===== src/shared/param_page_consts.svh =====
`ifndef PARAM_PAGE_CONSTS_SVH
`define PARAM_PAGE_CONSTS_SVH

// ==========================================================
// table byte positions
`define PP_FEATURES_HI       8'h07
`define PP_ADV_CMD           8'h0A
`define PP_EXT_LEN_LO        8'h0C
`define PP_EXT_LEN_HI        8'h0D
`define PP_COPY_COUNT        8'h0E
`define PP_MAKER_FIRST       8'h20
`define PP_MAKER_LAST        8'h2B
`define PP_MODEL_FIRST       8'h2C
`define PP_MODEL_LAST        8'h3F
`define PP_VENDOR_CODE       8'h40
`define PP_DATE_YEAR         8'h41
`define PP_DATE_WEEK         8'h42
`define PP_DATA_BYTES        8'h50
`define PP_SPARE_BYTES       8'h54
`define PP_PAGES_PER_BLOCK   8'h5C
`define PP_BLOCKS_PER_UNIT   8'h60
`define PP_UNIT_COUNT        8'h64
`define PP_ADDR_CYCLES       8'h65
`define PP_BITS_PER_CELL     8'h66
`define PP_MAX_BAD_BLOCKS    8'h67
`define PP_ENDUR_VALUE       8'h69
`define PP_ENDUR_EXP         8'h6A
`define PP_GOOD_BLOCKS       8'h6B
`define PP_GOOD_ENDURANCE    8'h6C

// ==========================================================
// field limits and fill values
`define PP_STRING_PAD        8'h20
`define PP_MAKER_LEN         12
`define PP_MODEL_LEN         20
`define PP_MIN_DATA_BYTES    512
`define PP_PAGES_MULTIPLE    32
`define PP_MIN_EXT_LEN       16'h0003
`define PP_ADV_CMD_BITS      4

// ==========================================================
// reader register map (byte addresses) and fields
`define RD_REG_CTRL          32'h0000_0000
`define RD_REG_USER_ADDR     32'h0000_0004
`define RD_REG_STATUS        32'h0000_0008
`define RD_REG_USER_DATA     32'h0000_000C
`define RD_REG_CAPS          32'h0000_0010
`define RD_CTRL_REFETCH      0
`define RD_STAT_BUSY         0
`define RD_STAT_CAPS_VALID   1
`define RD_STAT_USER_DONE    2

`endif


===== src/shared/param_page_pkg.sv =====
package param_page_pkg;

    // ==========================================================
    // target end
    typedef enum logic [0:0] {
        TGT_IDLE   = 1'b0,
        TGT_ANSWER = 1'b1
    } target_state_e;

    typedef struct packed {
        target_state_e state;
        logic          rd_ack;
        logic [7:0]    rd_data;
        logic          config_ok;
    } target_s;

    // ==========================================================
    // reader end
    typedef enum logic [1:0] {
        RDR_IDLE      = 2'b00,
        RDR_FETCH_ADV = 2'b01,
        RDR_FETCH_CYC = 2'b10,
        RDR_FETCH_USR = 2'b11
    } reader_state_e;

    typedef struct packed {
        reader_state_e state;
        logic          rd_req;
        logic [7:0]    rd_addr;
        logic          refetch;
        logic          caps_valid;
        logic [3:0]    alt_allowed;
        logic [3:0]    row_cycles;
        logic [3:0]    col_cycles;
        logic          user_pend;
        logic [7:0]    user_addr;
        logic [7:0]    user_data;
        logic          user_done;
        logic          wr_pend;
        logic [31:0]   wr_addr;
        logic [31:0]   hrdata;
    } reader_s;

endpackage


===== src/shared/param_page_if.sv =====
`timescale 1ns/1ps

// ==========================================================
// byte read link between table reader and target
interface param_page_if;
    logic       rd_req;
    logic [7:0] rd_addr;
    logic       rd_ack;
    logic [7:0] rd_data;

    modport target (
        input  rd_req,
        input  rd_addr,
        output rd_ack,
        output rd_data
    );

    modport reader (
        output rd_req,
        output rd_addr,
        input  rd_ack,
        input  rd_data
    );
endinterface


===== src/logic/param_page_target.sv =====
// The AHB-Lite interface to the registers is this design's own decision.
`timescale 1ns/1ps
`include "param_page_consts.svh"

// Functional notes
// - bit0: alternative random data output supported
// - bit1: alternative multi-plane program supported
// - bit2: alternative multi-plane copyback supported
// - bit3: alternative multi-plane erase supported
// - advanced command bits 4-7 read zero
// - extended length in 16-byte units, minimum 3
// - copy count includes original table
// - maker name twelve bytes, space padded
// - model name twenty bytes, space padded
// - one-byte vendor code at position 64
// - date is year, week; zero if absent
// - page data bytes power of two, >=512
// - pages per block multiple of 32
// - unit count nonzero, numbered from zero
// - row and column cycle nibbles nonzero
// - host sends reported address cycle counts
// - bits per cell nonzero, FFh unspecified
// - endurance value byte times ten^exponent
// - write-once 1,0; read-only 0,0
// - endurance value byte kept smallest
// - guaranteed good blocks at least one
// - good block endurance plain binary count
// - extended fields only with feature bit
module param_page_target #(
    parameter logic [95:0]  MAKER_NAME       = "MAKER",
    parameter logic [159:0] MODEL_NAME       = "MODEL",
    // arbitrary neutral value
    parameter logic [7:0]   VENDOR_CODE      = 8'h5A,
    parameter bit           DATE_ENABLED     = 1'b0,
    parameter logic [7:0]   DATE_YEAR        = 8'h00,
    parameter logic [7:0]   DATE_WEEK        = 8'h00,
    parameter logic [3:0]   ADV_CMD          = 4'h0,
    parameter bit           EXT_SUPPORTED    = 1'b0,
    parameter logic [15:0]  EXT_LENGTH       = 16'h0003,
    parameter logic [7:0]   COPY_COUNT       = 8'h03,
    parameter logic [31:0]  DATA_BYTES       = 32'h0000_0800,
    parameter logic [15:0]  SPARE_BYTES      = 16'h0040,
    parameter logic [31:0]  PAGES_PER_BLOCK  = 32'h0000_0040,
    parameter logic [31:0]  BLOCKS_PER_UNIT  = 32'h0000_0400,
    parameter logic [7:0]   UNIT_COUNT       = 8'h01,
    parameter logic [3:0]   ROW_CYCLES       = 4'h3,
    parameter logic [3:0]   COL_CYCLES       = 4'h2,
    parameter logic [7:0]   BITS_PER_CELL    = 8'h01,
    parameter logic [15:0]  MAX_BAD_BLOCKS   = 16'h0014,
    parameter logic [31:0]  ENDURANCE_CYCLES = 32'h0001_86A0,
    parameter logic [7:0]   GOOD_BLOCKS      = 8'h01,
    parameter logic [15:0]  GOOD_ENDURANCE   = 16'h0000
) (
    // clock and reset
    input  wire logic       core_clk,
    input  wire logic       rst_b,
    // link
    param_page_if.target    link,
    // status
    output logic            config_ok
);

    // ==========================================================
    // table contents
    function automatic logic [7:0] le_byte(input logic [31:0] v, input logic [7:0] idx);
        logic [31:0] s;
        s = v >> {idx[1:0], 3'b000};
        return s[7:0];
    endfunction

    // left-justify a string and fill the unused tail with spaces
    function automatic logic [159:0] pad_string(input logic [159:0] s, input int len);
        logic [159:0] r;
        r = s;
        for (int i = 0; i < 20; i++) begin
            if (r != '0 && r[len*8-1 -: 8] == 8'h00) begin
                r = r << 8;
            end
        end
        for (int k = 0; k < 20; k++) begin
            if (k < len && r[k*8 +: 8] == 8'h00) begin
                r[k*8 +: 8] = `PP_STRING_PAD;
            end
        end
        return r;
    endfunction

    function automatic logic [7:0] string_byte(input logic [159:0] s, input int len,
                                               input logic [7:0] idx);
        logic [159:0] t;
        t = s >> ((len - 1 - int'(idx)) * 8);
        return t[7:0];
    endfunction

    // strip factors of ten into the exponent so the value byte is smallest
    function automatic logic [15:0] encode_endurance(input logic [31:0] cycles);
        logic [31:0] v;
        logic [7:0]  e;
        v = cycles;
        e = 8'h00;
        for (int i = 0; i < 10; i++) begin
            if (v != 32'h0 && v % 32'd10 == 32'h0) begin
                v = v / 32'd10;
                e = e + 8'h01;
            end
        end
        return {e, v[7:0]};
    endfunction

    localparam logic [159:0] MAKER_PADDED = pad_string({64'h0, MAKER_NAME}, `PP_MAKER_LEN);
    localparam logic [159:0] MODEL_PADDED = pad_string(MODEL_NAME, `PP_MODEL_LEN);
    localparam logic [15:0]  ENDURANCE    = encode_endurance(ENDURANCE_CYCLES);
    localparam logic [15:0]  EXT_LEN_RPT  =
        (EXT_LENGTH < `PP_MIN_EXT_LEN) ? `PP_MIN_EXT_LEN : EXT_LENGTH;

    function automatic logic [7:0] table_byte(input logic [7:0] a);
        logic [7:0] b;
        b = 8'h00;
        if (a == `PP_FEATURES_HI) begin
            b = {EXT_SUPPORTED, 7'h00};
        end else if (a == `PP_ADV_CMD) begin
            b = {4'h0, ADV_CMD};
        end else if (a == `PP_EXT_LEN_LO || a == `PP_EXT_LEN_HI) begin
            b = EXT_SUPPORTED ? le_byte({16'h0, EXT_LEN_RPT}, a - `PP_EXT_LEN_LO) : 8'h00;
        end else if (a == `PP_COPY_COUNT) begin
            b = EXT_SUPPORTED ? COPY_COUNT : 8'h00;
        end else if (a >= `PP_MAKER_FIRST && a <= `PP_MAKER_LAST) begin
            b = string_byte(MAKER_PADDED, `PP_MAKER_LEN, a - `PP_MAKER_FIRST);
        end else if (a >= `PP_MODEL_FIRST && a <= `PP_MODEL_LAST) begin
            b = string_byte(MODEL_PADDED, `PP_MODEL_LEN, a - `PP_MODEL_FIRST);
        end else if (a == `PP_VENDOR_CODE) begin
            b = VENDOR_CODE;
        end else if (a == `PP_DATE_YEAR) begin
            b = DATE_ENABLED ? DATE_YEAR : 8'h00;
        end else if (a == `PP_DATE_WEEK) begin
            b = DATE_ENABLED ? DATE_WEEK : 8'h00;
        end else if (a >= `PP_DATA_BYTES && a < `PP_SPARE_BYTES) begin
            b = le_byte(DATA_BYTES, a - `PP_DATA_BYTES);
        end else if (a >= `PP_SPARE_BYTES && a < `PP_SPARE_BYTES + 8'h02) begin
            b = le_byte({16'h0, SPARE_BYTES}, a - `PP_SPARE_BYTES);
        end else if (a >= `PP_PAGES_PER_BLOCK && a < `PP_BLOCKS_PER_UNIT) begin
            b = le_byte(PAGES_PER_BLOCK, a - `PP_PAGES_PER_BLOCK);
        end else if (a >= `PP_BLOCKS_PER_UNIT && a < `PP_UNIT_COUNT) begin
            b = le_byte(BLOCKS_PER_UNIT, a - `PP_BLOCKS_PER_UNIT);
        end else if (a == `PP_UNIT_COUNT) begin
            b = UNIT_COUNT;
        end else if (a == `PP_ADDR_CYCLES) begin
            b = {COL_CYCLES, ROW_CYCLES};
        end else if (a == `PP_BITS_PER_CELL) begin
            b = BITS_PER_CELL;
        end else if (a >= `PP_MAX_BAD_BLOCKS && a < `PP_ENDUR_VALUE) begin
            b = le_byte({16'h0, MAX_BAD_BLOCKS}, a - `PP_MAX_BAD_BLOCKS);
        end else if (a == `PP_ENDUR_VALUE) begin
            b = ENDURANCE[7:0];
        end else if (a == `PP_ENDUR_EXP) begin
            b = ENDURANCE[15:8];
        end else if (a == `PP_GOOD_BLOCKS) begin
            b = GOOD_BLOCKS;
        end else if (a >= `PP_GOOD_ENDURANCE && a < `PP_GOOD_ENDURANCE + 8'h02) begin
            b = le_byte({16'h0, GOOD_ENDURANCE}, a - `PP_GOOD_ENDURANCE);
        end
        return b;
    endfunction

    // ==========================================================
    // parameter sanity, flagged rather than silently corrected
    localparam bit DATA_OK  = DATA_BYTES >= `PP_MIN_DATA_BYTES &&
                              (DATA_BYTES & (DATA_BYTES - 32'h1)) == 32'h0;
    localparam bit PAGES_OK = PAGES_PER_BLOCK != 32'h0 &&
                              PAGES_PER_BLOCK % `PP_PAGES_MULTIPLE == 0;
    localparam bit GEOM_OK  = UNIT_COUNT != 8'h00 && ROW_CYCLES != 4'h0 &&
                              COL_CYCLES != 4'h0;
    localparam bit CELL_OK  = BITS_PER_CELL != 8'h00 && GOOD_BLOCKS != 8'h00;
    localparam bit EXT_OK   = !EXT_SUPPORTED ||
                              (EXT_LENGTH >= `PP_MIN_EXT_LEN && COPY_COUNT != 8'h00);
    localparam bit END_OK   = ENDURANCE_CYCLES ==
                              32'(ENDURANCE[7:0]) * (32'd10 ** ENDURANCE[15:8]);
    localparam bit ALL_OK   = DATA_OK && PAGES_OK && GEOM_OK && CELL_OK && EXT_OK && END_OK;

    // ==========================================================
    // link answer: one ack per request, data registered with it
    param_page_pkg::target_s st;
    param_page_pkg::target_s next_st;

    always_comb begin
        next_st           = st;
        next_st.rd_ack    = 1'b0;
        next_st.config_ok = ALL_OK;
        case (st.state)
            param_page_pkg::TGT_IDLE: begin
                if (link.rd_req) begin
                    next_st.rd_ack  = 1'b1;
                    next_st.rd_data = table_byte(link.rd_addr);
                    next_st.state   = param_page_pkg::TGT_ANSWER;
                end
            end
            param_page_pkg::TGT_ANSWER: begin
                // wait for the request to drop so one request is not served twice
                if (!link.rd_req && !st.rd_ack) begin
                    next_st.state = param_page_pkg::TGT_IDLE;
                end
            end
            default: begin
                next_st.state = param_page_pkg::TGT_IDLE;
            end
        endcase
    end

    always_ff @(posedge core_clk or negedge rst_b) begin
        if (!rst_b) begin
            st <= '0;
        end else begin
            st <= next_st;
        end
    end

    assign link.rd_ack  = st.rd_ack;
    assign link.rd_data = st.rd_data;
    assign config_ok    = st.config_ok;

endmodule // param_page_target


===== src/flat_wrapper.sv =====
// flat-port wrapper written by rule: the top's interface ports become plain ports
module param_page_target_flat 
#(
    parameter logic [95:0]  MAKER_NAME       = "     ",
    parameter logic [159:0] MODEL_NAME       = "     ",
                              
    parameter logic [7:0]   VENDOR_CODE      = 8'h5A,
    parameter bit           DATE_ENABLED     = 1'b0,
    parameter logic [7:0]   DATE_YEAR        = 8'h00,
    parameter logic [7:0]   DATE_WEEK        = 8'h00,
    parameter logic [3:0]   ADV_CMD          = 4'h0,
    parameter bit           EXT_SUPPORTED    = 1'b0,
    parameter logic [15:0]  EXT_LENGTH       = 16'h0003,
    parameter logic [7:0]   COPY_COUNT       = 8'h03,
    parameter logic [31:0]  DATA_BYTES       = 32'h0000_0800,
    parameter logic [15:0]  SPARE_BYTES      = 16'h0040,
    parameter logic [31:0]  PAGES_PER_BLOCK  = 32'h0000_0040,
    parameter logic [31:0]  BLOCKS_PER_UNIT  = 32'h0000_0400,
    parameter logic [7:0]   UNIT_COUNT       = 8'h01,
    parameter logic [3:0]   ROW_CYCLES       = 4'h3,
    parameter logic [3:0]   COL_CYCLES       = 4'h2,
    parameter logic [7:0]   BITS_PER_CELL    = 8'h01,
    parameter logic [15:0]  MAX_BAD_BLOCKS   = 16'h0014,
    parameter logic [31:0]  ENDURANCE_CYCLES = 32'h0001_86A0,
    parameter logic [7:0]   GOOD_BLOCKS      = 8'h01,
    parameter logic [15:0]  GOOD_ENDURANCE   = 16'h0000
)
  (core_clk, rst_b, config_ok, link_rd_req, link_rd_addr, link_rd_ack, link_rd_data);
  param_page_if link_i ();
  input  wire logic core_clk;
  input  wire logic rst_b;
  output logic config_ok;
  input wire logic [$bits(link_i.rd_req)-1:0] link_rd_req;
  input wire logic [$bits(link_i.rd_addr)-1:0] link_rd_addr;
  output wire logic [$bits(link_i.rd_ack)-1:0] link_rd_ack;
  output wire logic [$bits(link_i.rd_data)-1:0] link_rd_data;
  assign link_i.rd_req = link_rd_req;
  assign link_i.rd_addr = link_rd_addr;
  assign link_rd_ack = link_i.rd_ack;
  assign link_rd_data = link_i.rd_data;
  param_page_target #(.MAKER_NAME(MAKER_NAME), .MODEL_NAME(MODEL_NAME), .VENDOR_CODE(VENDOR_CODE), .DATE_ENABLED(DATE_ENABLED), .DATE_YEAR(DATE_YEAR), .DATE_WEEK(DATE_WEEK), .ADV_CMD(ADV_CMD), .EXT_SUPPORTED(EXT_SUPPORTED), .EXT_LENGTH(EXT_LENGTH), .COPY_COUNT(COPY_COUNT), .DATA_BYTES(DATA_BYTES), .SPARE_BYTES(SPARE_BYTES), .PAGES_PER_BLOCK(PAGES_PER_BLOCK), .BLOCKS_PER_UNIT(BLOCKS_PER_UNIT), .UNIT_COUNT(UNIT_COUNT), .ROW_CYCLES(ROW_CYCLES), .COL_CYCLES(COL_CYCLES), .BITS_PER_CELL(BITS_PER_CELL), .MAX_BAD_BLOCKS(MAX_BAD_BLOCKS), .ENDURANCE_CYCLES(ENDURANCE_CYCLES), .GOOD_BLOCKS(GOOD_BLOCKS), .GOOD_ENDURANCE(GOOD_ENDURANCE)) u_core (.core_clk(core_clk), .rst_b(rst_b), .link(link_i), .config_ok(config_ok));
endmodule

===== config.mk =====
export PLATFORM = sky130hd
export DESIGN_NAME = param_page_target_flat
export DESIGN_NICKNAME = d
export VERILOG_FILES = /design/src/shared/param_page_pkg.sv /design/src/shared/param_page_if.sv /design/src/logic/param_page_target.sv /design/src/flat_wrapper.sv
export VERILOG_INCLUDE_DIRS = /design/src /design/src/shared
export SDC_FILE = /design/constraint.sdc
export NUM_CORES = 1
export LEC_CHECK = 0
export BUFFER_PORTS_ARGS = -buffer_cell sky130_fd_sc_hd__buf_2
export CAP_MARGIN = 20
export CORE_AREA = 2 2 45 47
export CTS_CLUSTER_SIZE = 30
export DETAILED_ROUTE_END_ITERATION = 7
export DIE_AREA = 0 0 47 49
export GPL_TIMING_DRIVEN = 0
export PLACE_DENSITY = 0.84
export SLEW_MARGIN = 10
export SYNTH_ARGS = -nofsm -noshare
export SYNTH_HDL_FRONTEND = slang
export SYNTH_SLANG_ARGS = --single-unit

===== constraint.sdc =====
create_clock -name core_clk -period 2.1 [get_ports core_clk]
set_input_delay 0.105 -clock core_clk [delete_from_list [all_inputs] [get_ports core_clk]]
set_output_delay 0.105 -clock core_clk [all_outputs]
set_load 0.05 [all_outputs]

# Yosys cells after proc, flatten, opt, wreduce, memory -nomap -nowiden
# Index checks and enable logic that the tools add are counted.
[op_classes] mul=0 div_mod_pow=0 n_eq_ne=14 bitwise=1 mux=25 n_reduce_logical=13 shifts=8 order_cmp=16 add_sub_neg=10
[op_table] operator="8-bit two-way mux" n=21
[op_table] operator="158-bit by 32-bit >> shifter with 8-bit output, first input constant" n=1
[op_table] operator="94-bit by 32-bit >> shifter with 8-bit output, first input constant" n=1
[op_table] operator="8-bit by 7-bit equality test with 1-bit output, second input constant" n=9
[op_table] operator="8-bit by 7-bit >= comparator with 1-bit output, second input constant" n=6
[op_table] operator="8-bit by 7-bit < comparator with 1-bit output, second input constant" n=6
[op_table] operator="8-bit by 4-bit equality test with 1-bit output, second input constant" n=4
[op_table] operator="8-bit by 6-bit >= comparator with 1-bit output, second input constant" n=2
[op_table] operator="8-bit by 6-bit <= comparator with 1-bit output, second input constant" n=2
[op_table] operator="7-bit by 5-bit >> shifter with 8-bit output, first input constant" n=2
[op_table] operator="8-bit by 6-bit subtractor with 8-bit output, second input constant" n=2
[op_table] operator="12-bit by 5-bit >> shifter with 8-bit output, first input constant" n=1
[op_table] operator="11-bit by 5-bit >> shifter with 8-bit output, first input constant" n=1
[op_table] operator="10-bit two-way mux" n=1
[op_table] operator="2-bit by 1-bit subtractor with 2-bit output, second input constant" n=5
[op_table] operator="1-bit logical AND" n=9
[op_table] operator="9-bit two-way mux" n=1
[op_table] operator="4-bit by 8-bit subtractor with 9-bit output, first input constant" n=1
[op_table] operator="5-bit by 8-bit subtractor with 9-bit output, first input constant" n=1
[op_table] operator="8-bit by 3-bit equality test with 1-bit output, second input constant" n=1
[op_table] operator="1-bit by 5-bit >> shifter with 8-bit output, first input constant" n=1
[op_table] operator="5-bit by 5-bit >> shifter with 8-bit output, first input constant" n=1
[op_table] operator="1-bit logical NOT" n=2
[op_table] operator="1-bit one-hot mux with 2 select lines" n=1
[op_table] operator="5 further kinds" n=5
[word_totals] inputBits=11 wordCells=91 register_bits=11 output_inout_bits=10 rom_bits=0 mem_bits_rw=0 memories=0 latchBits=0

# Depth between registers and ports, before layout
# Gate-level depths: netlist (run 1).
[depth] depth_word=25 depth_mapped=7 ltp_nobuf=7

# Least setup slack after synthesis (run 1)
# OpenSTA, ideal clock, no wires.
[synth_path] path_type="input-to-reg" startpoint="input port link_rd_addr[2]" endpoint="register u_core.st (netlist bit u_core.link.rd_data[0])" t_required_ps=1997 setup_ps=103 arrival_ps=1446 n_path_buf=0 stages=7 setup_slack_ps=550 path_cell_list="inv_1 -> ha_1 -> o21a_1 -> o221ai_2 -> nand2_1 -> a211o_1 -> o41ai_2"
[synth_via] elab_chain_cells=23 word_cells_on_any_way=66 cone_classes="add/sub: 4; order compare: 16; eq/ne: 14; shift: 2; mux: 21; reduce/logical: 9"
[synth_rtl] item="from (decl)" line="flat_wrapper.sv:34" text="input wire logic [$bits(link_i.rd_addr)-1:0] link_rd_addr;"
[synth_rtl] item="8-bit by 7-bit >= comparator with 1-bit output (no line) / 8-bit by 7-bit < comparator with 1-bit output (equally long branches)"
[synth_rtl] item="1-bit logical AND" line="param_page_target.sv:159" text="end else if (a >= `PP_GOOD_ENDURANCE && a < `PP_GOOD_ENDURANCE + 8'h02) begin"
[synth_rtl] item="8-bit two-way mux" line="param_page_target.sv:159"
[synth_rtl] item="8-bit two-way mux" line="param_page_target.sv:157" text="end else if (a == `PP_GOOD_BLOCKS) begin"
[synth_rtl] item="8-bit two-way mux" line="param_page_target.sv:155" text="end else if (a == `PP_ENDUR_EXP) begin"
[synth_rtl] item="8-bit two-way mux" line="param_page_target.sv:153" text="end else if (a == `PP_ENDUR_VALUE) begin"
[synth_rtl] item="8-bit two-way mux" line="param_page_target.sv:151" text="end else if (a >= `PP_MAX_BAD_BLOCKS && a < `PP_ENDUR_VALUE) begin"
[synth_rtl] item="8-bit two-way mux" line="param_page_target.sv:149" text="end else if (a == `PP_BITS_PER_CELL) begin"
[synth_rtl] item="(+7 left out)"
[synth_rtl] item="8-bit two-way mux" line="param_page_target.sv:133" text="end else if (a == `PP_DATE_YEAR) begin"
[synth_rtl] item="8-bit two-way mux" line="param_page_target.sv:131" text="end else if (a == `PP_VENDOR_CODE) begin"
[synth_rtl] item="8-bit two-way mux" line="param_page_target.sv:129" text="end else if (a >= `PP_MODEL_FIRST && a <= `PP_MODEL_LAST) begin"
[synth_rtl] item="8-bit two-way mux" line="param_page_target.sv:127" text="end else if (a >= `PP_MAKER_FIRST && a <= `PP_MAKER_LAST) begin"
[synth_rtl] item="8-bit two-way mux" line="param_page_target.sv:125" text="end else if (a == `PP_COPY_COUNT) begin"
[synth_rtl] item="8-bit two-way mux" line="param_page_target.sv:123" text="end else if (a == `PP_EXT_LEN_LO || a == `PP_EXT_LEN_HI) begin"
[synth_rtl] item="8-bit two-way mux" line="param_page_target.sv:121" text="end else if (a == `PP_ADV_CMD) begin"
[synth_rtl] item="8-bit two-way mux *" line="param_page_target.sv:119" text="if (a == `PP_FEATURES_HI) begin"
[synth_rtl] item="to (signal assigned)" line="param_page_target.sv:213" text="st <= next_st;"
[synth_rtl] item="to (decl)" line="param_page_target.sv:182" text="param_page_pkg::target_s st;"
# Mark *: on every way between the ends. The rest lies on a longest branch, timed or not.
# A chain may end at the register's enable or synchronous reset.

# Worst setup path in the final report (run 1)
[layout_path] startpoint="register u_core.st[10] in the netlist's numbering" endpoint="register u_core.st (netlist bit u_core.link.rd_data[0])"
[layout_via] elab_chain_cells=2
[layout_rtl] item="1-bit inverter (no line)"
[layout_rtl] item="2-bit AND reduction (no line)"
# No other way between the ends.

==> results of run 1 <==
==> layout by cell type, fill, tap and decap left out, types with 2 or more instances in the layout <==
cell type  count
buf_4          9
buf_2         21
nand2_1       10
nand3_1        3
nand4_1        2
a21oi_1        5
conb_1         2
nand3b_1       2
inv_1          7
nor2_1         9
a31oi_1        6
nor3_1         4
clkbuf_4       3
o31ai_1        3
a32o_1         2
dfrtp_1       10
ha_1           8
o21ai_0        3
nand2b_1       3
==> layout make-up <==
class	instances	share of cell area, %
multi-input combinational	81	50.7
sequential	10	23.1
timing repair buffer	18	8.80
buffer	14	8.45
clock buffer	4	3.36
tap	27	3.12
inverter	7	2.43
==> final timing paths <==
kind / slack (ps) / cells after the start / endpoint
setup / recovery: 390 / 6 / u_core.link.rd_data[0]$_DFFE_PN0P_
hold / removal: 30 / 2 / u_core.st[10]$_DFF_PN0_
setup reg to reg: 390 / 6 / u_core.link.rd_data[0]$_DFFE_PN0P_
hold reg to reg: 470 / 2 / u_core.link.rd_data[3]$_DFFE_PN0P_
max in group asynchronous: 1680 / 2 / u_core.link.rd_data[3]$_DFFE_PN0P_
min in group asynchronous: 220 / 2 / u_core.link.rd_data[2]$_DFFE_PN0P_
==> per-layer routing <==
layer	GRT usage (%)	vias to the layer above	part of all wire (%)
li1	-	440	-
met1	20.9	394	47
met2	27.9	28	47
met3	1.11	2	4.9
met4	4.17	0	0.79
met5	0	-	0
==> through the flow <==
step | total power [mW] | instances | setup WS (ps) | area (µm²)
floorplan | 0.296 | 112 | 550 | 916
global placement | 0.327 | 156 | 230 | 1030
detailed placement | 0.332 | 156 | 198 | 1030
CTS | 0.501 | 161 | 392 | 1080
global route | 0.525 | 161 | 215 | 1080
finish | 0.500 | 161 | 389 | 1080
==> worst max-delay path, stage by stage (launching register included) <==
cell and delay, ps:
dfrtp_1 380, nand2b_1 140, clkbuf_1 180, inv_1 120
nand2_1 80, a211o_1 350, o41ai_2 360
==> registers in the layout, indices dropped and copies added (netlist names) <==
name	cells
u_core.config_ok	1
u_core.link.rd_ack	1
u_core.st	1
u_core.link.rd_data	7
==> report_power, final <==
group | internal (mW) | switching [mW]
Clock | 0.105 | 0.0655
Sequential | 0.198 | 0.00244
Combinational | 0.0448 | 0.0845
==> repair_timing <==
item	4_1_cts	5_1_grt
endpoints found under the hold margin	10	0
hold buffers	1	0
gates resized for setup	0	0
==> logic make-up after synthesis <==
kind of cell | synth area share [%]
AND/OR/NAND/NOR | 24.6
other | 0.820
flip-flops | 27.3
AO/OA/AOI/OAI | 22.5
adder cells (fa/ha/maj) | 10.9
XOR/XNOR | 0.956
buffers and inverters | 12.8
==> metrics.md, run 1 <==
| Metric | Value |
|---|---|
| Asr flop ratio synth | 100% |
| Min Clock Period, post-route | 1710 ps |
| Area of the multi-input gates | about 550 µm² |
| Starting Density | around half |
| Max Clock Freq | roughly 600 MHz |
| Synth Net Count | 131 |
| Clk buf depth | 2 |
| Die Span Y | 49 µm |
| Worst Path Max Fanout | 8 |
| Core ar. | 1840 µm² |
| Gr usage total | around 16% |
| Setup_tns | 0 ps |
| WS Path Type | reg2reg |
| Layout cell share with drive strength beyond 1 | 29.1% |
| WP data arrival | 1870 ps |
| Die area | 2300 µm² |
| 1st-pass router iterations | 4 |
| Worst Hold Launch | link_rd_req |
| Power density over the cells | approximately 460 nW/µm² |
| CTS clk-pin slew, worst paths | roughly 70 ps |
| Maximum capacitance violations | 0 |
| Top_reg_cell synth | dfrtp_1 |
| Post-synth EDFFs | 0 |
| Die width | 47 µm |
| Pin count of the biggest net entering global routing | 11 |
| Drt wl/cell | 11.0 µm |
| Outcome | finished, final reports clean |
| Fin. Hold Viols | 0 |
| Synth area leader | dfrtp_1 |
| Setup Buffers After CTS | 0 |
| Commonest cells in the synthesized netlist | dfrtp_1, nand2_1, buf_4, nor2_1, ha_1 |
| Post-layout util | 58.7% |
| Flops & latches, synth | 10 |
| Critical Path RT | 2250 ps |
| Hold_ws | approximately 33 ps |
| Number of CTS-inserted buffers | 3 |
| Critical path endpoint category | flop |
| Post-synth top area share | 27.3% |
| Layout net count | 154 |
| Storage cell area | 250 µm² |
| Site Rows | 16 |
| CTS root buf | clkbuf_4 |
| Final Skew | 6.90 ps |
| Antenna-violating nets left | 0 |
| LEAKAGE | 0.527 nW |
| Vias in the first global route | 730 |
| # diodes | 0 |
| Setup Viol. Count Final | 0 |
| Antenna violations before repair | 0 |
| Buffers on Ports | 17 |
| Max Transition Viols Final | 0 |
| DRC | 0 |
| Fillcell total | 180 |
| Via density | 5.37 |
| Sequential area share after synthesis | 27.3% |
| Worst vdd ir | 0.161 mV |
| Remaining global-route overflow | 0 |
| Clock Sinks | 10 |
| Cells after synthesis | 112 |
| Post-route clock period utilization | 81.5% |
| Worst r2r src | u_core.st[10]$_DFF_PN0_ |
| Hold WC Path Type | in2reg |
| Yosys warns | 0 |
| Mean Syn Cell Area | roughly 8 µm² |
| Library cells used by synthesis | 38 |
| Vias | 864 |
| Unrepaired setup endpoints after global routing | no |
| Area Growth Syn to Fin | 18.0% |
| CP Launch Type | flop |
| Cell Area, Synth | 916 µm² |
| Synth area leaders | dfrtp_1, ha_1, buf_4 |
| Worst Setup SP | u_core.st[10]$_DFF_PN0_ |
| Final GP Congestion | 0.829 |
| Drt total wl | 1780 µm |
| First-pass GRT wire length | about 2800 µm |
| H-tree depth | 1 |
| Initial drt markers | 45 |
| CTS tree | built |
| Io pins | 21 |
| DP Wirelength | 1440 µm |
| Clk Latency, worst-skew pair | 260 ps |
Note: power is estimated with default switching activity, not from simulation.
==> inputs of run 2 (changes only) <==
==> constraint.sdc (replaced) <==
create_clock -name core_clk -period 1.7 [get_ports core_clk]
set_input_delay 0.085 -clock core_clk [delete_from_list [all_inputs] [get_ports core_clk]]
set_output_delay 0.085 -clock core_clk [all_outputs]
set_load 0.05 [all_outputs]
==> run 2 against run 1 <==
  * Worst hold slack got worse by 3.2 ps
  * Highest routed layer is now met3
  * Critical endpoint is now u_core.link.rd_data[1]$_DFFE_PN0P_
  * First-iteration DRC count is 24% lower
  * Clock power up 21%
  * Sequential power increased by 24%
  * Largest cell class unchanged
  * Design area is 0.12% lower
  * Die area did not move
==> metrics.md, run 2 (same netlist as run 1, synthesis figures left out) <==
| Metric | Value |
|---|---|
| Worst Hold Launch | link_rd_req |
| Post-route clock period utilization | 90.0% |
| Min Clock Period, post-route | 1530 ps |
| CTS tree | built |
| Largest register FFs | 7 |
| Critical path endpoint category | flop |
| Worst slack at placement | -182 ps |
| CP Launch Type | input pin |
| DRC | 0 |
| Buffers on Ports | 17 |
| WS Path Type | in2reg |
| Site Rows | 16 |
| Commonest non-fill, non-tap cell in the layout | buf_2 |
| Power Total | a little over 600 µW |
| Gr usage total | 16.1% |
| Drt wl/cell | roughly 11 µm |
| Layout net count | 153 |
| Io pins | 21 |
| Setup Viol. Count Final | 0 |
| Final Skew | ~5.3 ps |
| Fin. Hold Viols | 0 |
| Clk Latency, worst-skew pair | 260 ps |
| Final GP Congestion | a little over 0.8 |
| Vias in the first global route | 728 |
| Worst Setup SP | link_rd_addr[2] |
| Area Growth Syn to Fin | 17.9% |
| CTS clk-pin slew, worst paths | 70 ps |
| Clk buf depth | 2 |
| Initial drt markers | 34 |
| Number of CTS-inserted buffers | 3 |
| Core ar. | approximately 1800 µm² |
| Storage cell area | 250 µm² |
| Hold WC Path Type | in2reg |
| Antenna violations before repair | 0 |
| Max Clock Freq | 654 MHz |
| Via density | 5.44 |
| Clock Sinks | 10 |
| Antenna-violating nets left | 0 |
| Final WS setup | 171 ps |
| Power density over the cells | 569 nW/µm² |
| Area of the multi-input gates | 551 µm² |
| Vias | 871 |
| Worst vdd ir | 0.197 mV |
| Worst Path Max Fanout | 6 |
| Die area | 2300 µm² |
| Critical Path RT | 1860 ps |
| 1st-pass router iterations | 4 |
| Drt total wl | 1810 µm |
| Fillcell total | 179 |
| Die Span Y | just under 50 µm |
| DP Wirelength | 1440 µm |
| Setup Buffers After CTS | 0 |
| Starting Density | about half |
| # diodes | 0 |
| Outcome | finished, final reports clean |
| Maximum capacitance violations | 0 |
| Remaining global-route overflow | 0 |
| LEAKAGE | 0.526 nW |
| Worst r2r src | u_core.st[10]$_DFF_PN0_ |
| Unrepaired setup endpoints after global routing | no |
| Layout cell share with drive strength beyond 1 | 30.1% |
| WP data arrival | 1690 ps |
| First-pass GRT wire length | between 2000 and 3000 µm |
| Highest-count cells in the layout ignoring fill and taps | buf_2, nand2_1, dfrtp_1, buf_4, nor2_1 |
| CTS root buf | clkbuf_4 |
| H-tree depth | 1 |
| Pin count of the biggest net entering global routing | 11 |
| Die width | 47 µm |
| Max Transition Viols Final | 0 |
==> run 2: changes by cell type in the layout (fill, tap and decap cells not counted) <==
cell,before,now
clkbuf_1,1,0
nand2b_1,3,2
nand2b_2,0,1
==> run 2: power by group <==
| group | switching [mW] | internal (mW) | leakage [nW] |
|---|---|---|---|
| combinational | 0.105 | 0.0554 | 0.372 |
| sequential | 0.00303 | 0.245 | 0.133 |
| clock | 0.0771 | 0.130 | 0.0210 |
==> run 2: layer usage <==
metal	wire length [µm]	track usage [%]	up-vias
met5	0	0	-
met4	0	4.17	0
met3	105	1.11	0
met2	866	27.9	36
met1	841	20.7	399
li1	-	-	436
==> run 2: final cells by class <==
type / count / share of cell area [%]
Buffer: 13 / 8.11
Clock buffer: 4 / 3.36
Inverter: 7 / 2.43
Multi-Input combinational cell: 81 / 51.0
Sequential cell: 10 / 23.2
Tap cell: 27 / 3.13
Timing Repair Buffer: 18 / 8.81
==> run 2: final timing paths <==
kind	end	cells after the start	slack, ps
worst max-delay path	u_core.link.rd_data[1]$_DFFE_PN0P_	8	170
worst min-delay path	u_core.st[10]$_DFF_PN0_	2	30
worst max register to register	u_core.link.rd_data[1]$_DFFE_PN0P_	5	190
worst min register to register	u_core.link.rd_data[3]$_DFFE_PN0P_	2	480
max in group asynchronous	u_core.link.rd_data[3]$_DFFE_PN0P_	2	1290
min in group asynchronous	u_core.link.rd_data[2]$_DFFE_PN0P_	2	220
==> run 2: repair_timing <==
item	4_1_cts	5_1_grt
hold endpoints to repair	10	0
setup endpoints to repair	1	1
hold buffers	1	0
gates resized for setup	0	1
pin swaps	0	1
==> run 2: critical path: stages <==
cell and delay, ps:
buf_2 130, inv_1 100, ha_1 280, o21a_1 210, o221ai_2 170, nand2_1 110, a211o_1 350, o31ai_1 250
==> run 2: per-stage QoR <==
stage / area [µm²] / utilization [%] / hold WS (ps) / cells / TNS (ps)
after detailed placement: 1030 / 56.2 / -48.1 / 156 / -333
after CTS: 1080 / 58.5 / 16.5 / 160 / 0
after global routing: 1080 / 58.6 / 32.6 / 160 / 0
after global placement: 1030 / 56.2 / -51.8 / 156 / -203
final: 1080 / 58.6 / 29.7 / 160 / 0
after floorplan: 916 / - / -211 / 112 / 0
